--- src/core/ufsic_pkg.sv ---
package ufsic_pkg;
	// Register indexes; byte address is four times the index
	localparam logic [5:0] IDX_TOP_LEVEL_IRQ_ENABLE = 6'h01;
	localparam logic [5:0] IDX_ISR = 6'h02;
	localparam logic [5:0] IDX_LSREN = 6'h03;
	localparam logic [5:0] IDX_LSR = 6'h04;
	localparam logic [5:0] IDX_SPCEN = 6'h05;
	localparam logic [5:0] IDX_SPC = 6'h06;
	localparam logic [5:0] IDX_STSEN = 6'h07;
	localparam logic [5:0] IDX_STS = 6'h08;
	localparam logic [5:0] IDX_FIRST_MODE_REG = 6'h09;
	localparam logic [5:0] IDX_TRG = 6'h10;
	localparam logic [5:0] IDX_FLOW = 6'h13;
	localparam logic [5:0] IDX_RESUME_CHAR_FIRST = 6'h14;
	localparam logic [5:0] IDX_DIVL = 6'h1C;
	localparam logic [5:0] IDX_DIVM = 6'h1D;
	// Values after reset, and the status-enable write mask
	localparam logic [7:0] RST_ISR = 8'h60;
	localparam logic [7:0] RST_TRG = 8'hFF;
	localparam logic [7:0] RST_DIVL = 8'h01;
	localparam logic [7:0] STSEN_MASK = 8'hEF;
	// Top-level status bit positions
	localparam int ISR_LSR = 0;
	localparam int ISR_SPC = 1;
	localparam int ISR_STS = 2;
	localparam int ISR_RXTRG = 3;
	localparam int ISR_TXTRG = 4;
	localparam int ISR_TXEMP = 5;
	localparam int ISR_RXEMP = 6;
	localparam int ISR_CTS = 7;
	// Mode bits
	localparam int M1_TXDIS = 1;
	localparam int M1_FSLEEP = 5;
	localparam int M1_ASLEEP = 6;
	// General-status bits
	localparam int STS_CLKRDY = 5;
	localparam int STS_SLEEP = 6;
	localparam int STS_TXEMP = 7;
	// Special-character bits
	localparam int SPC_BRK = 4;
	localparam int SPC_MDROP = 5;
	// Transmit flow field position, trigger scaling, idle counter width
	localparam int FLOW_TX_LO = 4;
	localparam int TRG_SHIFT = 3;
	localparam int IDLE_W = 17;
	// Power states
	typedef enum logic [1:0] {ST_AWAKE, ST_SLEEP, ST_WAKE} ufsic_pwr_t;
	// Received word as passed to the receive FIFO
	typedef struct packed {
		logic valid;
		logic [7:0] data;
	} ufsic_rxw_t;
endpackage : ufsic_pkg

--- src/core/ufsic_top.sv ---
`timescale 1ns/100ps
`default_nettype none
module ufsic_top
	import ufsic_pkg::*;
#(
	parameter int FRAME_CYC = 160,
	parameter int IDLE_CHARS = 65536
) (
	// Clock and reset pin
	input wire logic core_clk,
	input wire logic rst_n,
	// APB slave
	input wire logic psel,
	input wire logic penable,
	input wire logic pwrite,
	input wire logic [7:0] paddr,
	input wire logic [31:0] pwdata,
	output logic [31:0] prdata,
	output logic pready,
	output logic pslverr,
	// Receiver word stream in, filtered stream to receive FIFO
	input wire logic rxWordValid,
	input wire logic [7:0] rxWord,
	output ufsic_rxw_t rxStore,
	// Transmitter start permission
	output logic txGo,
	// FIFO fill levels
	input wire logic [7:0] rxLevel,
	input wire logic [7:0] txLevel,
	// Interrupt sources
	input wire logic [5:0] lineCond,
	input wire logic breakEvt,
	input wire logic multiDropEvt,
	input wire logic txEmptyEvt,
	// Input pins watched for activity
	input wire logic [3:0] gpiIn,
	input wire logic rxPin,
	input wire logic ctsPin,
	// Clock control
	input wire logic clkStable,
	input wire logic extClkSel,
	output logic uartClkEn,
	output logic sleeping,
	// Interrupt pin
	output logic irq_n
);

	logic rstMeta_ff, rstSync_ff;
	logic [31:0] prdata_ff;
	logic pready_ff, pslverr_ff;
	logic [7:0] top_level_irq_enable_ff, isr_ff, stsEn_ff, sts_ff, first_mode_reg_ff;
	logic [7:0] trg_ff, flow_ff, divL_ff, divM_ff;
	logic [5:0] lsrEn_ff, spcEn_ff, spc_ff, lineCondPrev_ff;
	logic [7:0] ctlChar_ff [4];
	ufsic_rxw_t rxStore_ff, held_ff, replay_ff;
	ufsic_rxw_t nxt_rxStore, nxt_held, nxt_replay;
	logic heldOff_ff, nxt_heldOff, txHalt_ff, nxt_txHalt, txGo_ff;
	logic [3:0] gpiPrev_ff;
	logic rxPrev_ff, ctsPrev_ff, rxAt_ff, txAt_ff, rxEmp_ff, txEmp_ff;
	logic [31:0] charCyc_ff;
	logic [IDLE_W-1:0] idleCnt_ff;
	ufsic_pwr_t pwr_ff, nxt_pwr;
	logic uartClkEn_ff, sleeping_ff, irq_n_ff;
	logic [7:0] rdVal, nxt_isr, isrSet;
	logic [5:0] spcSet;
	logic [7:0] stsSet;
	logic rdHit, access, done, wr, rd, activity, charTick, idleDone;
	logic rxAt, txAt, rxEmp, txEmp, autoOk, sleepEntry, clkReadySet;
	logic [1:0] txMode;
	logic [31:0] charLen;

	// Register index match on an aligned word address
	function automatic logic addrIs(input logic [7:0] a,
		input logic [5:0] idx);
		return (a[1:0] == 2'h0) && (a[7:2] == idx);
	endfunction : addrIs

	// Reset pin released through two flops
	always_ff @(posedge core_clk or negedge rst_n) begin
		if (!rst_n) begin
			rstMeta_ff <= 1'b0;
			rstSync_ff <= 1'b0;
		end else begin
			rstMeta_ff <= 1'b1;
			rstSync_ff <= rstMeta_ff;
		end
	end

	assign access = psel && penable;
	assign done = access && pready_ff;
	assign wr = done && pwrite;
	assign rd = done && !pwrite;

	// Read data mux and address decode
	always_comb begin
		rdVal = 8'h00;
		rdHit = 1'b1;
		if (addrIs(paddr, IDX_TOP_LEVEL_IRQ_ENABLE)) rdVal = top_level_irq_enable_ff;
		else if (addrIs(paddr, IDX_ISR)) rdVal = isr_ff;
		else if (addrIs(paddr, IDX_LSREN)) rdVal = {2'h0, lsrEn_ff};
		else if (addrIs(paddr, IDX_LSR)) rdVal = {ctsPin, 1'b0, lineCond};
		else if (addrIs(paddr, IDX_SPCEN)) rdVal = {2'h0, spcEn_ff};
		else if (addrIs(paddr, IDX_SPC)) rdVal = {2'h0, spc_ff};
		else if (addrIs(paddr, IDX_STSEN)) rdVal = stsEn_ff;
		else if (addrIs(paddr, IDX_STS)) rdVal = sts_ff;
		else if (addrIs(paddr, IDX_FIRST_MODE_REG)) rdVal = first_mode_reg_ff;
		else if (addrIs(paddr, IDX_TRG)) rdVal = trg_ff;
		else if (addrIs(paddr, IDX_FLOW)) rdVal = flow_ff;
		else if (addrIs(paddr, IDX_RESUME_CHAR_FIRST)) rdVal = ctlChar_ff[0];
		else if (addrIs(paddr, IDX_RESUME_CHAR_FIRST + 6'h01)) rdVal = ctlChar_ff[1];
		else if (addrIs(paddr, IDX_RESUME_CHAR_FIRST + 6'h02)) rdVal = ctlChar_ff[2];
		else if (addrIs(paddr, IDX_RESUME_CHAR_FIRST + 6'h03)) rdVal = ctlChar_ff[3];
		else if (addrIs(paddr, IDX_DIVL)) rdVal = divL_ff;
		else if (addrIs(paddr, IDX_DIVM)) rdVal = divM_ff;
		else rdHit = 1'b0;
	end

	// APB answer: one wait state, data captured before completion
	always_ff @(posedge core_clk or negedge rstSync_ff) begin
		if (!rstSync_ff) begin
			pready_ff <= 1'b0;
			prdata_ff <= 32'h0000_0000;
			pslverr_ff <= 1'b0;
		end else begin
			pready_ff <= access && !pready_ff;
			if (access && !pready_ff) begin
				prdata_ff <= (pwrite || !rdHit) ? 32'h0000_0000
					: {24'h00_0000, rdVal};
				pslverr_ff <= !rdHit;
			end
		end
	end

	// Software-written configuration; all enables masked after reset
	always_ff @(posedge core_clk or negedge rstSync_ff) begin
		if (!rstSync_ff) begin
			top_level_irq_enable_ff <= 8'h00;
			lsrEn_ff <= 6'h00;
			spcEn_ff <= 6'h00;
			stsEn_ff <= 8'h00;
			first_mode_reg_ff <= 8'h00;
			trg_ff <= RST_TRG;
			flow_ff <= 8'h00;
			divL_ff <= RST_DIVL;
			divM_ff <= 8'h00;
		end else if (wr) begin
			if (addrIs(paddr, IDX_TOP_LEVEL_IRQ_ENABLE)) top_level_irq_enable_ff <= pwdata[7:0];
			if (addrIs(paddr, IDX_LSREN)) lsrEn_ff <= pwdata[5:0];
			if (addrIs(paddr, IDX_SPCEN)) spcEn_ff <= pwdata[5:0];
			if (addrIs(paddr, IDX_STSEN)) stsEn_ff <= pwdata[7:0] & STSEN_MASK;
			if (addrIs(paddr, IDX_FIRST_MODE_REG)) first_mode_reg_ff <= pwdata[7:0];
			if (addrIs(paddr, IDX_TRG)) trg_ff <= pwdata[7:0];
			if (addrIs(paddr, IDX_FLOW)) flow_ff <= pwdata[7:0];
			if (addrIs(paddr, IDX_DIVL)) divL_ff <= pwdata[7:0];
			if (addrIs(paddr, IDX_DIVM)) divM_ff <= pwdata[7:0];
		end
	end

	// Stop and resume characters
	always_ff @(posedge core_clk or negedge rstSync_ff) begin
		if (!rstSync_ff) begin
			for (int i = 0; i < 4; i++) begin
				ctlChar_ff[i] <= 8'h00;
			end
		end else begin
			for (int i = 0; i < 4; i++) begin
				if (wr && addrIs(paddr, IDX_RESUME_CHAR_FIRST + 6'(i))) begin
					ctlChar_ff[i] <= pwdata[7:0];
				end
			end
		end
	end

	// Transmit flow filter; index 0/1 resume, 2/3 stop
	assign txMode = flow_ff[FLOW_TX_LO +: 2];
	always_comb begin
		nxt_rxStore = replay_ff;
		nxt_replay = '0;
		nxt_held = held_ff;
		nxt_heldOff = heldOff_ff;
		nxt_txHalt = txHalt_ff;
		if (txMode == 2'h0) begin
			nxt_txHalt = 1'b0;
			nxt_held = '0;
			if (rxWordValid) nxt_rxStore = '{1'b1, rxWord};
		end else if (rxWordValid) begin
			if (txMode != 2'h3) begin
				if (rxWord == ctlChar_ff[{1'b1, txMode[1]}]) begin
					nxt_txHalt = 1'b1;
				end else if (rxWord == ctlChar_ff[{1'b0, txMode[1]}]) begin
					nxt_txHalt = 1'b0;
				end else begin
					nxt_rxStore = '{1'b1, rxWord};
				end
			end else if (held_ff.valid && heldOff_ff
				&& rxWord == ctlChar_ff[3]) begin
				nxt_txHalt = 1'b1;
				nxt_held = '0;
			end else if (held_ff.valid && !heldOff_ff
				&& rxWord == ctlChar_ff[1]) begin
				nxt_txHalt = 1'b0;
				nxt_held = '0;
			end else begin
				// A broken pair gives the held word back first
				if (held_ff.valid) nxt_rxStore = held_ff;
				nxt_held = '0;
				if (rxWord == ctlChar_ff[2] || rxWord == ctlChar_ff[0]) begin
					nxt_held = '{1'b1, rxWord};
					nxt_heldOff = rxWord == ctlChar_ff[2];
				end else if (held_ff.valid) begin
					nxt_replay = '{1'b1, rxWord};
				end else begin
					nxt_rxStore = '{1'b1, rxWord};
				end
			end
		end
	end

	// Flow filter state and transmitter gate
	always_ff @(posedge core_clk or negedge rstSync_ff) begin
		if (!rstSync_ff) begin
			rxStore_ff <= '0;
			replay_ff <= '0;
			held_ff <= '0;
			heldOff_ff <= 1'b0;
			txHalt_ff <= 1'b0;
			txGo_ff <= 1'b0;
		end else begin
			rxStore_ff <= nxt_rxStore;
			replay_ff <= nxt_replay;
			held_ff <= nxt_held;
			heldOff_ff <= nxt_heldOff;
			txHalt_ff <= nxt_txHalt;
			// Transmitter samples this only between words
			txGo_ff <= nxt_pwr == ST_AWAKE && !nxt_txHalt
				&& !first_mode_reg_ff[M1_TXDIS];
		end
	end

	// Level conditions for the top-level sources
	assign rxAt = trg_ff[7:4] != 4'h0
		&& rxLevel >= {1'b0, trg_ff[7:4], 3'h0};
	assign txAt = trg_ff[3:0] != 4'h0
		&& txLevel >= {1'b0, trg_ff[3:0], 3'h0};
	assign rxEmp = rxLevel == 8'h00;
	assign txEmp = txLevel == 8'h00;

	// Previous values for edge detection
	always_ff @(posedge core_clk or negedge rstSync_ff) begin
		if (!rstSync_ff) begin
			rxAt_ff <= 1'b0;
			txAt_ff <= 1'b0;
			rxEmp_ff <= 1'b1;
			txEmp_ff <= 1'b1;
			lineCondPrev_ff <= 6'h00;
			gpiPrev_ff <= 4'h0;
			rxPrev_ff <= 1'b1;
			ctsPrev_ff <= 1'b0;
		end else begin
			rxAt_ff <= rxAt;
			txAt_ff <= txAt;
			rxEmp_ff <= rxEmp;
			txEmp_ff <= txEmp;
			lineCondPrev_ff <= lineCond;
			gpiPrev_ff <= gpiIn;
			rxPrev_ff <= rxPin;
			ctsPrev_ff <= ctsPin;
		end
	end

	assign activity = gpiIn != gpiPrev_ff || rxPin != rxPrev_ff
		|| ctsPin != ctsPrev_ff;

	// Low-level events
	assign spcSet = {multiDropEvt, breakEvt, 4'h0};
	assign stsSet = {txEmptyEvt, sleepEntry, clkReadySet, 1'b0,
		gpiIn ^ gpiPrev_ff};

	// LSR, SPC and STS summary bits fire only on a new enabled low-level event
	always_comb begin
		isrSet = 8'h00;
		isrSet[ISR_LSR] = |(lineCond & ~lineCondPrev_ff & lsrEn_ff);
		isrSet[ISR_SPC] = |(spcSet & spcEn_ff);
		isrSet[ISR_STS] = |(stsSet & stsEn_ff);
		isrSet[ISR_RXTRG] = rxAt && !rxAt_ff;
		isrSet[ISR_TXTRG] = txAt && !txAt_ff;
		isrSet[ISR_TXEMP] = txEmp && !txEmp_ff;
		isrSet[ISR_RXEMP] = rxEmp && !rxEmp_ff;
		isrSet[ISR_CTS] = ctsPin != ctsPrev_ff;
		nxt_isr = isr_ff | isrSet;
		// Clear what was returned, only while pending; set wins
		if (rd && addrIs(paddr, IDX_ISR) && !irq_n_ff) begin
			nxt_isr = (isr_ff & ~prdata_ff[7:0]) | isrSet;
		end
	end

	// Top-level status and interrupt pin
	always_ff @(posedge core_clk or negedge rstSync_ff) begin
		if (!rstSync_ff) begin
			isr_ff <= RST_ISR;
			irq_n_ff <= 1'b1;
		end else begin
			isr_ff <= nxt_isr;
			irq_n_ff <= ~|(nxt_isr & top_level_irq_enable_ff);
		end
	end

	// Clear-on-read detail registers, set wins over the clear
	always_ff @(posedge core_clk or negedge rstSync_ff) begin
		if (!rstSync_ff) begin
			spc_ff <= 6'h00;
			sts_ff <= 8'h00;
		end else begin
			if (rd && addrIs(paddr, IDX_SPC)) begin
				spc_ff <= (spc_ff & ~prdata_ff[5:0]) | spcSet;
			end else begin
				spc_ff <= spc_ff | spcSet;
			end
			if (rd && addrIs(paddr, IDX_STS)) begin
				sts_ff <= (sts_ff & ~prdata_ff[7:0]) | stsSet;
			end else begin
				sts_ff <= sts_ff | stsSet;
			end
		end
	end

	// Character length from the programmed divisor
	assign charLen = 32'({divM_ff, divL_ff}) * 32'(FRAME_CYC);
	assign charTick = charCyc_ff + 32'h1 >= charLen;
	assign idleDone = 32'(idleCnt_ff) >= 32'(IDLE_CHARS);

	// Idle timing in character lengths
	always_ff @(posedge core_clk or negedge rstSync_ff) begin
		if (!rstSync_ff) begin
			charCyc_ff <= 32'h0000_0000;
			idleCnt_ff <= '0;
		end else if (activity) begin
			charCyc_ff <= 32'h0000_0000;
			idleCnt_ff <= '0;
		end else if (charTick) begin
			charCyc_ff <= 32'h0000_0000;
			if (!idleDone) idleCnt_ff <= idleCnt_ff + 1'b1;
		end else begin
			charCyc_ff <= charCyc_ff + 32'h1;
		end
	end

	assign autoOk = first_mode_reg_ff[M1_ASLEEP] && rxEmp && txEmp && irq_n_ff
		&& idleDone;

	// Power state machine
	always_comb begin
		nxt_pwr = pwr_ff;
		sleepEntry = 1'b0;
		clkReadySet = 1'b0;
		case (pwr_ff)
			ST_AWAKE: begin
				if (first_mode_reg_ff[M1_FSLEEP] || autoOk) begin
					nxt_pwr = ST_SLEEP;
					sleepEntry = 1'b1;
				end
			end
			ST_SLEEP: begin
				if (!first_mode_reg_ff[M1_FSLEEP] && (!first_mode_reg_ff[M1_ASLEEP]
					|| activity)) begin
					nxt_pwr = ST_WAKE;
				end
			end
			ST_WAKE: begin
				if (clkStable || extClkSel) begin
					nxt_pwr = ST_AWAKE;
					clkReadySet = 1'b1;
				end
			end
			default: nxt_pwr = ST_WAKE;
		endcase
	end

	// Power state and clock gating
	always_ff @(posedge core_clk or negedge rstSync_ff) begin
		if (!rstSync_ff) begin
			pwr_ff <= ST_WAKE;
			uartClkEn_ff <= 1'b0;
			sleeping_ff <= 1'b0;
		end else begin
			pwr_ff <= nxt_pwr;
			uartClkEn_ff <= nxt_pwr != ST_SLEEP;
			sleeping_ff <= nxt_pwr == ST_SLEEP;
		end
	end

	// Outputs
	assign prdata = prdata_ff;
	assign pready = pready_ff;
	assign pslverr = pslverr_ff;
	assign rxStore = rxStore_ff;
	assign txGo = txGo_ff;
	assign uartClkEn = uartClkEn_ff;
	assign sleeping = sleeping_ff;
	assign irq_n = irq_n_ff;

endmodule : ufsic_top
`default_nettype wire

--- config.mk ---
export PLATFORM = sky130hd
export DESIGN_NAME = ufsic_top
export DESIGN_NICKNAME = d
export VERILOG_FILES = /design/src/core/ufsic_pkg.sv /design/src/core/ufsic_top.sv
export SDC_FILE = /design/constraint.sdc
export NUM_CORES = 1
export LEC_CHECK = 0
export BUFFER_PORTS_ARGS = -buffer_cell sky130_fd_sc_hd__buf_2
export CORE_MARGIN = 2
export CORE_UTILIZATION = 45
export CTS_BUF_LIST = sky130_fd_sc_hd__clkbuf_16
export DETAILED_ROUTE_END_ITERATION = 8
export GPL_TIMING_DRIVEN = 0
export MAX_ROUTING_LAYER = met4
export PLACE_DENSITY = 0.66
export SETUP_SLACK_MARGIN = 0.5
export SLEW_MARGIN = 20
export SYNTH_ARGS = -nofsm -noshare
export SYNTH_HDL_FRONTEND = slang
export SYNTH_SLANG_ARGS = --single-unit
export TNS_END_PERCENT = 1
--- constraint.sdc ---
create_clock -name core_clk -period 18.3 [get_ports core_clk]
set_input_delay 0 -clock core_clk [delete_from_list [all_inputs] [get_ports core_clk]]
set_output_delay 0 -clock core_clk [all_outputs]
set_load 0.02 [all_outputs]
* Word-level counts from Yosys, hierarchy flattened *
Index checks and enable logic that the tools add are counted.

cells by class
  add/sub/neg operators = 2
  multiply operators = 1
  order comparisons = 6
  equality and inequality tests = 33
  mux-type cells = 88
  bitwise operators = 24
  reduce and logical (&&, ||, !) cells = 94

operators by type and width
  operator                 count
  $mux W9                  24
  $mux W8                  24
  $mux W32                 2
  $mux W17                 3
  $eq A6 B5 Y1 const B     8
  $eq A8 B8 Y1             6
  $logic_and A1 B1 Y1      47
  $add A32 B1 Y32 const B  1
  $and A8 B8 Y8            4
  $bmux W8 S2              2
  $ge A32 B24 Y1           1
  $or A8 B8 Y8             4
  $mux W1                  28
  $and A6 B6 Y6            4
  $eq A6 B3 Y1 const B     4
  $reduce_and A2 Y1        11
  $mul A16 B3 Y19 const B  1
  $add A17 B1 Y17 const B  1
  $ge A17 B17 Y1 const B   1
  $ge A8 B7 Y1             2
  $logic_not A8 Y1         2
  $reduce_or A8 Y1         2
  $logic_not A1 Y1         14
  $eq A6 B2 Y1 const B     2
  other kinds (25)         50

word-level totals
  flip-flop bits (word level) = 257
  output and inout port bits = 47
  word-level logic and storage cells = 292

* Depth between registers and ports, before layout *
Gate-level depths: netlist of the first run.

  depth in word-level cells = 22
  mapped depth = 22
  mapped depth without buffers = 19

* Least setup slack after synthesis of the first run *
No wires, ideal clock.

  path kind = register to register
  from = register divL_ff[3]
  to = register idleCnt_ff[5]
  setup time = 0.079 ns
  arrival time = 4.358 ns
  required time = 18.221 ns
  slack = 13.863 ns
  stages on the path, launching flop included = 21
  path buffers = 1
  cells stage by stage = dfrtp_1 -> ha_1 -> ha_1 -> fa_1 -> a21o_1 -> a21oi_1 -> o21ai_0 -> a31oi_1 -> a21boi_0 -> a21o_1 -> a21oi_1 -> xor2_1 -> ha_1 -> nand4_1 -> or2_2 -> o221ai_1 -> a21oi_1 -> and2_1 -> buf_6 -> or4_1 -> a21oi_1

between the ends
  cells in the longest elaborated chain, start to end = 4

RTL lines
  element                       RTL line          RTL
  from (decl)                   ufsic_top.sv:52   logic [7:0] trg_ff, flow_ff, divL_ff, divM_ff;
  from (signal assigned)        ufsic_top.sv:154  if (addrIs(paddr, IDX_DIVL)) divL_ff <= pwdata[7:0];
  $mul A16 B3 Y19               ufsic_top.sv:328  assign charLen = 32'({divM_ff, divL_ff}) * 32'(FRAME_CYC);
  $ge A32 B24 Y1                ufsic_top.sv:329  assign charTick = charCyc_ff + 32'h1 >= charLen;
  $reduce_bool A2 Y1 (no line)  -
  $reduce_and A2 Y1 (no line)   -
  to (signal assigned)          ufsic_top.sv:342  if (!idleDone) idleCnt_ff <= idleCnt_ff + 1'b1;
  to (decl)                     ufsic_top.sv:61   logic [IDLE_W-1:0] idleCnt_ff;

Every way passes these cells.
A chain may end at the register's enable or synchronous reset.

* Worst setup path after layout of the first run *
  from = register divL_ff[2]
  to = register charCyc_ff[9]

between the ends
  cells in the longest elaborated chain, start to end = 4

RTL lines
  element               RTL line          RTL
  $mul A16 B3 Y19       ufsic_top.sv:328
  $ge A32 B24 Y1        ufsic_top.sv:329
  $mux W32              ufsic_top.sv:340  end else if (charTick) begin
  $mux W32              ufsic_top.sv:337  end else if (activity) begin
  to (signal assigned)  ufsic_top.sv:344  charCyc_ff <= charCyc_ff + 32'h1;
  to (decl)             ufsic_top.sv:60   logic [31:0] charCyc_ff;

Every way passes these cells.

==> flow_summary.toml, run 1 <==
[outcome]
status = "completed"

[power]
combPwrFrac = 0.082
p_sw_frac = 0.253
pwr-share-seq = 0.472
power_switching_mw = 0.285
power_density_mw_per_mm2 = 72.7
p_clk_frac = 0.445
power.leakage_nw = 7.21
vdd_ir_drop_max_mv = 0.0618
p_total_mw = 1.13
p_int_mw = 0.843

[worst_hold_path]
min_to = "replay_ff[7]"
holdPathStages = 2
min_path_type = "in2reg"
hp-start = "rxWord[7]"

[setup_path]
critPathMaxFanout = 10
rrSetupSlack_ns = 13.26
arrival_ns = 5.53
end_kind = "flip-flop"
worstSetupPathType = "reg2reg"
rr_endpoint = "charCyc_ff[9]"
reg2reg_depth = 21
required_ns = 18.78
start_kind = "flip-flop"
rr_startpoint = "divL_ff[2]"

[timing]
layout_min_cycle_time_ns = 5.04
max_freq_mhz = 198
setup_ws_ns = 13.26
fin_crit_sh = 0.276
tightest_slew_ns = 1.04
setup_tns_ns = 0
slew_viol_final = 0
setup_violations = 0
fin_hold_ws_ns = 0.0209
grt_setup_unrepaired = "false"
maxSlewHeadroom = 0.302
finClkSkew_ns = 0.0252
hold_viol_final = 0

[final_layout]
nets = 1614
multiInputGateArea_mm2 = 0.00682
most-common-layout-cells = "dfrtp_1, mux2_2, nand2_1, a21oi_1, buf_2"
seqCellArea_mm2 = 0.00585
fill_cells = 2578
area_growth_pct = 18.1
layout_commonest_cell = "dfrtp_1"
fin_cells = 1871
drive_gt1_frac = 0.203

[synthesis]
synth_seq_area_share = 0.445
synth_top_area_cell = "dfrtp_1"
synth_edf_count = 0
synth-seq-cells = 233
synth.distinct_cells = 81
syn_area_mm2 = 0.0131
synth_cells = 1280
synth_area_leaders = "dfrtp_1, mux2_2, ha_1"
avgSynthCellArea_um2 = 10.3
async_flop_share = 1.00
yosysTopAreaCellShare = 0.413
synth-main-ff-cell = "dfrtp_1"
ys.warnings.count = 0

[placement]
place_inst = 1774
gp_congestion = 0.965
place_ws_ns = 13.27
port-buffer-count = 75
hpwl_um = 26700

[die]
core-area_mm2 = 0.0287
die_h_um = 175
die_area_mm2 = 0.0306
die_x_um = 175
rows = 62
io_pins = 134
start_util = 0.458

[global_routing]
grt_max_degree = 58
grt_pass1_wl_um = 58200
antenna_found_initial = 2
track_usage = 0.249
overflow = 0
grt_pass1_vias = 10373

[clock_tree]
clockBufferDepth = 3
htree_num_levels = 1
clock_sinks = 233
clock-root-buffer = "clkbuf_16"
holdBufCountCts = 45
post_cts_buffers = 0
post_cts_resized = 0
cts_tree = "built"
clock_latency_ns = 0.56
cts_made_buffers = 27
clk_pin_slew_ns = 0.06

[job]
cap_violations = 0

[route]
viasPerCell = 5.72
ant_nets = 0
drt_iter0_drc = 751
drtPass1Iterations = 5
drc = 0
routed_wirelength_um = 37000
drt-wirelength-per-cell_um = 19.8
dr_total_vias = 10697
==> worst max-delay path by stage <==
stage          startpoint             to  slack, ns  cells past startpoint
6_report       divL_ff[2]  charCyc_ff[9]      13.26                     21
3_5_place_dp   divL_ff[2]  charCyc_ff[9]      13.27                     21
2_1_floorplan  rstSync_ff  charCyc_ff[0]      11.35                      0
3_3_place_gp   rstSync_ff     rxStore[3]       8.67                      0
4_1_cts        divL_ff[2]  charCyc_ff[9]      13.26                     21
5_1_grt        divL_ff[3]  idleCnt_ff[7]      12.95                     21
==> power groups by stage <==
stage	clock network, mW	registers (mW)	logic (mW)
3_5_place_dp	0	0.542	0.0846
3_3_place_gp	0	0.551	0.0716
6_report	0.503	0.533	0.0927
5_1_grt	0.537	0.534	0.101
4_1_cts	0.513	0.533	0.0919
2_1_floorplan	0	0.549	0.0432
==> layer usage <==
metal	GRT usage	share of wire
met1	0.337	0.45
met2	0.370	0.44
met3	0.0509	0.068
met4	0.0920	0.042
met5	-	0
==> critical path: stages (launching register included) <==
cell and delay (ns):
dfrtp_1 0.43, ha_1 0.37, ha_1 0.30, a21o_1 0.17, a21oi_1 0.25, o2111a_1 0.24, o21ai_0 0.13, o21a_1 0.22
o41a_1 0.33, a21oi_1 0.18, xor2_1 0.20, ha_1 0.27, a21o_1 0.16, a21o_1 0.17, a21oi_1 0.17, o221ai_1 0.13
a21oi_1 0.44, and2_1 0.22, buf_6 0.15, buf_12 0.13, buf_6 0.13, and3_1 0.17
==> kinds of logic (layout without fill, tap and decap cells) <==
kind of cell    count (synthesis)  in the layout  synth area share
simple gates                  370            370             0.144
fa+ha+maj                      63             63            0.0605
buf+inv                       120            294            0.0455
compound gates                293            293             0.149
xor+xnor                       80             80            0.0533
flops                         233            233             0.445
mux                           119            119             0.101
other cells                     2             35          0.000571
==> synth_stat cells, drive strengths merged (8+ instances only) <==
cell,n
inv,36
or3,14
a21o,26
clkbuf,47
a21oi,80
a221o,8
dfstp,16
mux2,113
nor2,77
a21boi,11
nor2b,8
and3,37
a22o,18
nand3,25
buf,36
nand4,14
ha,62
nand2,102
and2,13
xor2,49
a22oi,13
dfrtp,217
o21ai,52
nor3,26
nor4,20
xnor2,31
o22ai,18
==> stage by stage <==
stage | utilization | cell area [µm²]
final | 0.541 | 15500
after global routing | 0.541 | 15500
after CTS | 0.540 | 15500
after detailed placement | 0.496 | 14200
after global placement | 0.492 | 14100
after floorplan | - | 13300
==> layout make-up <==
type,instances,share of cell area
tap,384,0.0310
timing repair buffer,124,0.0603
clock buffer,27,0.0435
clock inverter,23,0.00927
sequential,233,0.377
multi-input combinational,958,0.440
antenna,2,0.000323
buffer,83,0.0296
inverter,37,0.00895
==> sequential cells by signal, summed over array words and instances, names as in the netlist, 2 cells and up <==
register	cells
divM_ff	8
first_mode_reg_ff	8
trg_ff	8
ctlChar_ff	32
top_level_irq_enable_ff	8
sts_ff	8
charCyc_ff	32
prdata	8
spc_ff	6
pwr_ff	2
isr_ff	8
flow_ff	8
replay_ff	9
held_ff	9
lsrEn_ff	6
rxStore	9
stsEn_ff	7
spcEn_ff	6
lineCondPrev_ff	6
gpiPrev_ff	4
idleCnt_ff	17
divL_ff	8
Note: power is estimated with default switching activity, not from simulation.
==> run 2, diff against run 1 <==
--- a/config.mk
+++ b/config.mk
@@ -12,7 +12,7 @@
 export DETAILED_ROUTE_END_ITERATION = 8
 export GPL_TIMING_DRIVEN = 0
 export MAX_ROUTING_LAYER = met4
-export PLACE_DENSITY = 0.66
+export PLACE_DENSITY = 0.68
 export SETUP_SLACK_MARGIN = 0.5
 export SLEW_MARGIN = 20
 export SYNTH_ARGS = -nofsm -noshare
==> constraint.sdc (replaced) <==
create_clock -name core_clk -period 4.07 [get_ports core_clk]
set_input_delay 0 -clock core_clk [delete_from_list [all_inputs] [get_ports core_clk]]
set_output_delay 0 -clock core_clk [all_outputs]
set_load 0.02 [all_outputs]
==> flow_summary.toml, run 2 (same netlist as run 1, synthesis figures left out) <==
[outcome]
status = "finished with violations"
violations = "negative setup slack"

[setup_path]
rr_endpoint = "charCyc_ff[6]"
required_ns = 4.54
critPathMaxFanout = 10
end_kind = "flip-flop"
start_kind = "flip-flop"
reg2reg_depth = 20
worstSetupPathType = "reg2reg"
rr_startpoint = "divL_ff[4]"
arrival_ns = 4.84
cp-endpoint = "charCyc_ff[6]"
rrSetupSlack_ns = -0.30
startpoint = "divL_ff[4]"

[die]
io_pins = 134
die_h_um = 175
die_area_mm2 = 0.0306
die_x_um = 175
rows = 62
start_util = 0.458
core-area_mm2 = 0.0287

[global_routing]
grt_pass1_vias = 10499
overflow = 0
grt_max_degree = 59
grt_pass1_wl_um = 58500
track_usage = 0.247
antenna_found_initial = 1

[route]
met3RoutedLength_um = 2540
drtPass1Iterations = 6
wl_met2_um = 17200
viasPerCell = 5.72
drt_iter0_drc = 877
drc = 0
dr_total_vias = 10757
routedLengthMet1_um = 15800
top_layer_used = "met4"
drt-wirelength-per-cell_um = 19.6
ant_nets = 0
routed_wirelength_um = 36700

[placement]
port-buffer-count = 75
gp_congestion = 0.953
place_ws_ns = -0.516
hpwl_um = 26100

[power]
p_int_mw = 4.29
power.leakage_nw = 7.33
power_density_mw_per_mm2 = 350
p_clk_frac = 0.496
p_total_mw = 5.58
power_switching_mw = 1.28
combPwrFrac = 0.075
p_sw_frac = 0.230
pwr-share-seq = 0.429
vdd_ir_drop_max_mv = 0.278

[clock_tree]
clock-root-buffer = "clkbuf_16"
clk_pin_slew_ns = 0.06
clockBufferDepth = 3
cts_made_buffers = 27
htree_num_levels = 1
clock_sinks = 233
clock_latency_ns = 0.54
cts_tree = "built"

[timing]
maxSlewHeadroom = 0.294
max_freq_mhz = 229
tightest_slew_ns = 1.05
grt_setup_unrepaired = "true"
setup_ws_ns = -0.298
finClkSkew_ns = 0.0168
slew_viol_final = 0
setup_violations = 41
fin_crit_sh = 1.07
hold_viol_final = 0
layout_min_cycle_time_ns = 4.37

[worst_hold_path]
min_path_type = "in2reg"

[final_layout]
reg_top3 = "charCyc_ff x32, ctlChar_ff x32, idleCnt_ff x17"
area_growth_pct = 21.4
drive_gt1_frac = 0.231
nets = 1625
most-common-layout-cells = "dfrtp_1, mux2_2, nand2_1, buf_2, nor2_1"
fill_cells = 2511
layout_commonest_cell = "dfrtp_1"

[job]
cap_violations = 0
==> run 2: cell types whose count changed in the layout (fill, tap and decap cells not counted), sizes merged <==
| cell | before | now |
|---|---|---|
| buf | 115 | 126 |
| inv | 39 | 37 |
| bufinv | 1 | 9 |
| diode | 2 | 1 |
| clkinv | 20 | 10 |
| clkinvlp | 0 | 2 |
==> run 2: layer usage <==
layer	up-vias	global-route usage
li1	4999	-
met3	104	0.0426
met4	0	0.0726
met2	386	0.388
met5	-	-
met1	5268	0.329
==> run 2: timing repair <==
action / 4_1_cts / 5_1_grt
gates resized for setup: 13 / 8
endpoints found under the setup margin: 41 / 43
hold buffers: 45 / 0
endpoints found under the hold margin: 71 / 0
buffers inserted: 10 / 1
pin swaps: 16 / 8
==> run 2: worst min-delay path by stage <==
stage | from | to | slack [ns] | cells past startpoint
after global placement | rst_n | rstMeta_ff | -0.21 | 1
after CTS | txLevel[0] | isr_ff[5] | 0.001 | 5
after detailed placement | rst_n | rstMeta_ff | -0.21 | 1
after floorplan | rst_n | rstMeta_ff | -0.30 | 0
final | txLevel[0] | isr_ff[5] | 0.02 | 5
after global routing | txLevel[0] | isr_ff[5] | 0.05 | 5
==> run 2: per-stage QoR <==
stage                     hold slack [ns]  TNS [ns]  instance area [µm²]  std cells  utilization
after global placement             -0.215    -15.48                14200       1770        0.494
final                              0.0180    -10.01                16000       1879        0.556
after detailed placement           -0.212    -17.35                14300       1774        0.498
after CTS                         0.00117     -8.87                15900       1877        0.554
after global routing               0.0500    -19.61                16000       1879        0.556
after floorplan                    -0.296    -0.141                13300       1311            -
==> run 2: power groups by stage <==
stage,Combinational [mW],Clock (mW),Sequential (mW)
finish,0.418,2.76,2.40
detailed placement,0.379,0,2.44
floorplan,0.195,0,2.47
global placement,0.319,0,2.48
global route,0.457,2.88,2.40
CTS,0.415,2.81,2.40
==> run 2: cell type report <==
type | count | area, µm² | share of cell area
Antenna cell | 1 | 2.50 | 0.000157
Tap cell | 384 | 480 | 0.0301
Clock buffer | 27 | 676 | 0.0424
Timing Repair Buffer | 135 | 1020 | 0.0638
Clock inverter | 21 | 333 | 0.0209
Inverter | 37 | 139 | 0.00871
Sequential cell | 233 | 5860 | 0.367
Buffer | 83 | 463 | 0.0290
Multi-Input combinational cell | 958 | 6980 | 0.438
==> run 2: worst max-delay path, cell delays in order, from the launching register on <==
cell and delay (ns):
dfrtp_2 0.45, ha_1 0.32, ha_1 0.36, nand2_1 0.11
o2111a_1 0.24, o21ai_2 0.07, o21a_1 0.22, o41a_1 0.37
a21oi_2 0.18, xor2_1 0.16, ha_1 0.26, a21o_1 0.16
a21o_1 0.19, a21oi_2 0.18, o221ai_4 0.13, a21oi_4 0.16
and2_4 0.17, buf_8 0.13, buf_12 0.13, buf_6 0.14
and3_1 0.16
==> run 3, diff against run 2 <==
--- a/config.mk
+++ b/config.mk
@@ -11,9 +11,11 @@
 export CTS_BUF_LIST = sky130_fd_sc_hd__clkbuf_16
 export DETAILED_ROUTE_END_ITERATION = 8
 export GPL_TIMING_DRIVEN = 0
+export HOLD_SLACK_MARGIN = 0.05
 export MAX_ROUTING_LAYER = met4
 export PLACE_DENSITY = 0.68
 export SETUP_SLACK_MARGIN = 0.5
+export SKIP_LAST_GASP = 1
 export SLEW_MARGIN = 20
 export SYNTH_ARGS = -nofsm -noshare
 export SYNTH_HDL_FRONTEND = slang
==> flow_summary.toml, run 3 (same netlist as run 1, synthesis figures left out) <==
[global_routing]
grt_max_degree = 59
grt_pass1_vias = 10513
track_usage = 0.247
grt_pass1_wl_um = 58500
overflow = 0
antenna_found_initial = 1

[worst_hold_path]
holdPathStages = 4
min_path_type = "in2reg"

[timing]
max_freq_mhz = 229
fin_hold_ws_ns = 0.0583
hold_viol_final = 0
maxSlewHeadroom = 0.286
layout_min_cycle_time_ns = 4.36
setup_tns_ns = -9.99
fin_crit_sh = 1.07
tightest_slew_ns = 1.06
finClkSkew_ns = 0.0125
setup_ws_ns = -0.292
slew_viol_final = 0
grt_setup_unrepaired = "true"
setup_violations = 41

[final_layout]
final_area_mm2 = 0.0160
nets = 1627
drive_gt1_frac = 0.229
reg_top3 = "charCyc_ff x32, ctlChar_ff x32, idleCnt_ff x17"
fin_cells = 1881
layout_commonest_cell = "dfrtp_1"
final_util = 0.556
area_growth_pct = 21.4
most-common-layout-cells = "dfrtp_1, mux2_2, nand2_1, buf_2, nor2_1"

[power]
power.leakage_nw = 7.34
pwr-share-seq = 0.430
vdd_ir_drop_max_mv = 0.278
power_switching_mw = 1.28
p_int_mw = 4.30
combPwrFrac = 0.075
p_sw_frac = 0.230
p_clk_frac = 0.495
p_total_mw = 5.58
power_density_mw_per_mm2 = 349

[clock_tree]
clockBufferDepth = 3
clk_pin_slew_ns = 0.06
clock_sinks = 233
clock-root-buffer = "clkbuf_16"
clock_latency_ns = 0.54
cts_tree = "built"
cts_made_buffers = 27
htree_num_levels = 1

[outcome]
status = "finished with violations"
violations = "negative setup slack"

[route]
routed_wirelength_um = 36600
dr_total_vias = 10730
viasPerCell = 5.70
drc = 0
drt_iter0_drc = 810
ant_nets = 0
drtPass1Iterations = 5
drt-wirelength-per-cell_um = 19.5

[setup_path]
required_ns = 4.54
end_kind = "flip-flop"
critPathMaxFanout = 10
arrival_ns = 4.84
reg2reg_depth = 20
worstSetupPathType = "reg2reg"
start_kind = "flip-flop"

[die]
die_x_um = 175
die_area_mm2 = 0.0306
io_pins = 134
core-area_mm2 = 0.0287
rows = 62
die_h_um = 175
start_util = 0.458

[placement]
gp_congestion = 0.953
place_ws_ns = -0.516
hpwl_um = 26100
place_area_mm2 = 0.0143
place_inst = 1774
port-buffer-count = 75

[job]
cap_violations = 0
==> run 3: changes by cell type in the layout (fill, tap and decap cells not counted), sizes merged <==
cell	previous run	this run
dlygate4sd3	45	47
==> run 3: worst max-delay path, stage by stage (launching register included) <==
cell	delay (ns)
dfrtp_2	0.45
ha_1	0.32
ha_1	0.36
nand2_1	0.11
o2111a_1	0.21
o21ai_1	0.08
o21a_1	0.23
o41a_1	0.37
a21oi_2	0.18
xor2_1	0.16
ha_1	0.26
a21o_1	0.16
a21o_1	0.19
a21oi_2	0.18
o221ai_4	0.13
a21oi_4	0.16
and2_4	0.16
buf_6	0.14
buf_12	0.13
buf_6	0.13
and3_1	0.16
==> run 3: what timing repair did <==
| item | 4_1_cts | 5_1_grt |
|---|---|---|
| pin swaps | 14 | 7 |
| hold buffers | 47 | 0 |
| resized for setup | 13 | 4 |
| endpoints found under the setup margin | 41 | 44 |
| hold endpoints to repair | 85 | 0 |
| setup buffers | 10 | 1 |
==> run 3: area by class of cell <==
cell class / instances / area, µm²
fill: 2505 / 12700
clock buffer: 27 / 676
multi-input combinational: 958 / 6970
tap: 384 / 480
antenna: 1 / 2.50
timing repair buffer: 137 / 1040
buffer: 83 / 459
sequential: 233 / 5860
clock inverter: 21 / 333
inverter: 37 / 139
==> run 3: routing by layer <==
layer / vias up / track usage / routed length, µm
li1: 4998 / - / -
met1: 5273 / 0.329 / 15800
met2: 372 / 0.388 / 17200
met3: 87 / 0.0426 / 2480
met4: 0 / 0.0726 / 1110
met5: - / - / 0
==> run 3: worst paths after layout <==
check | end | start | slack (ns)
min in group asynchronous | gpiPrev_ff[3] | rstSync_ff | 0.24
min | sts_ff[5] | extClkSel | 0.06
max | charCyc_ff[6] | divL_ff[4] | -0.29
max in group asynchronous | held_ff[3] | rstSync_ff | 2.92
max reg2reg | charCyc_ff[6] | divL_ff[4] | -0.29
min reg2reg | gpiPrev_ff[3] | rstSync_ff | 0.24
==> run 3: power by group through the flow <==
stage               Clock [mW]  Sequential, mW  Combinational, mW
floorplan                    0            2.47              0.195
global placement             0            2.48              0.319
detailed placement           0            2.44              0.379
CTS                       2.81            2.40              0.415
global route              2.88            2.40              0.457
finish                    2.76            2.40              0.418
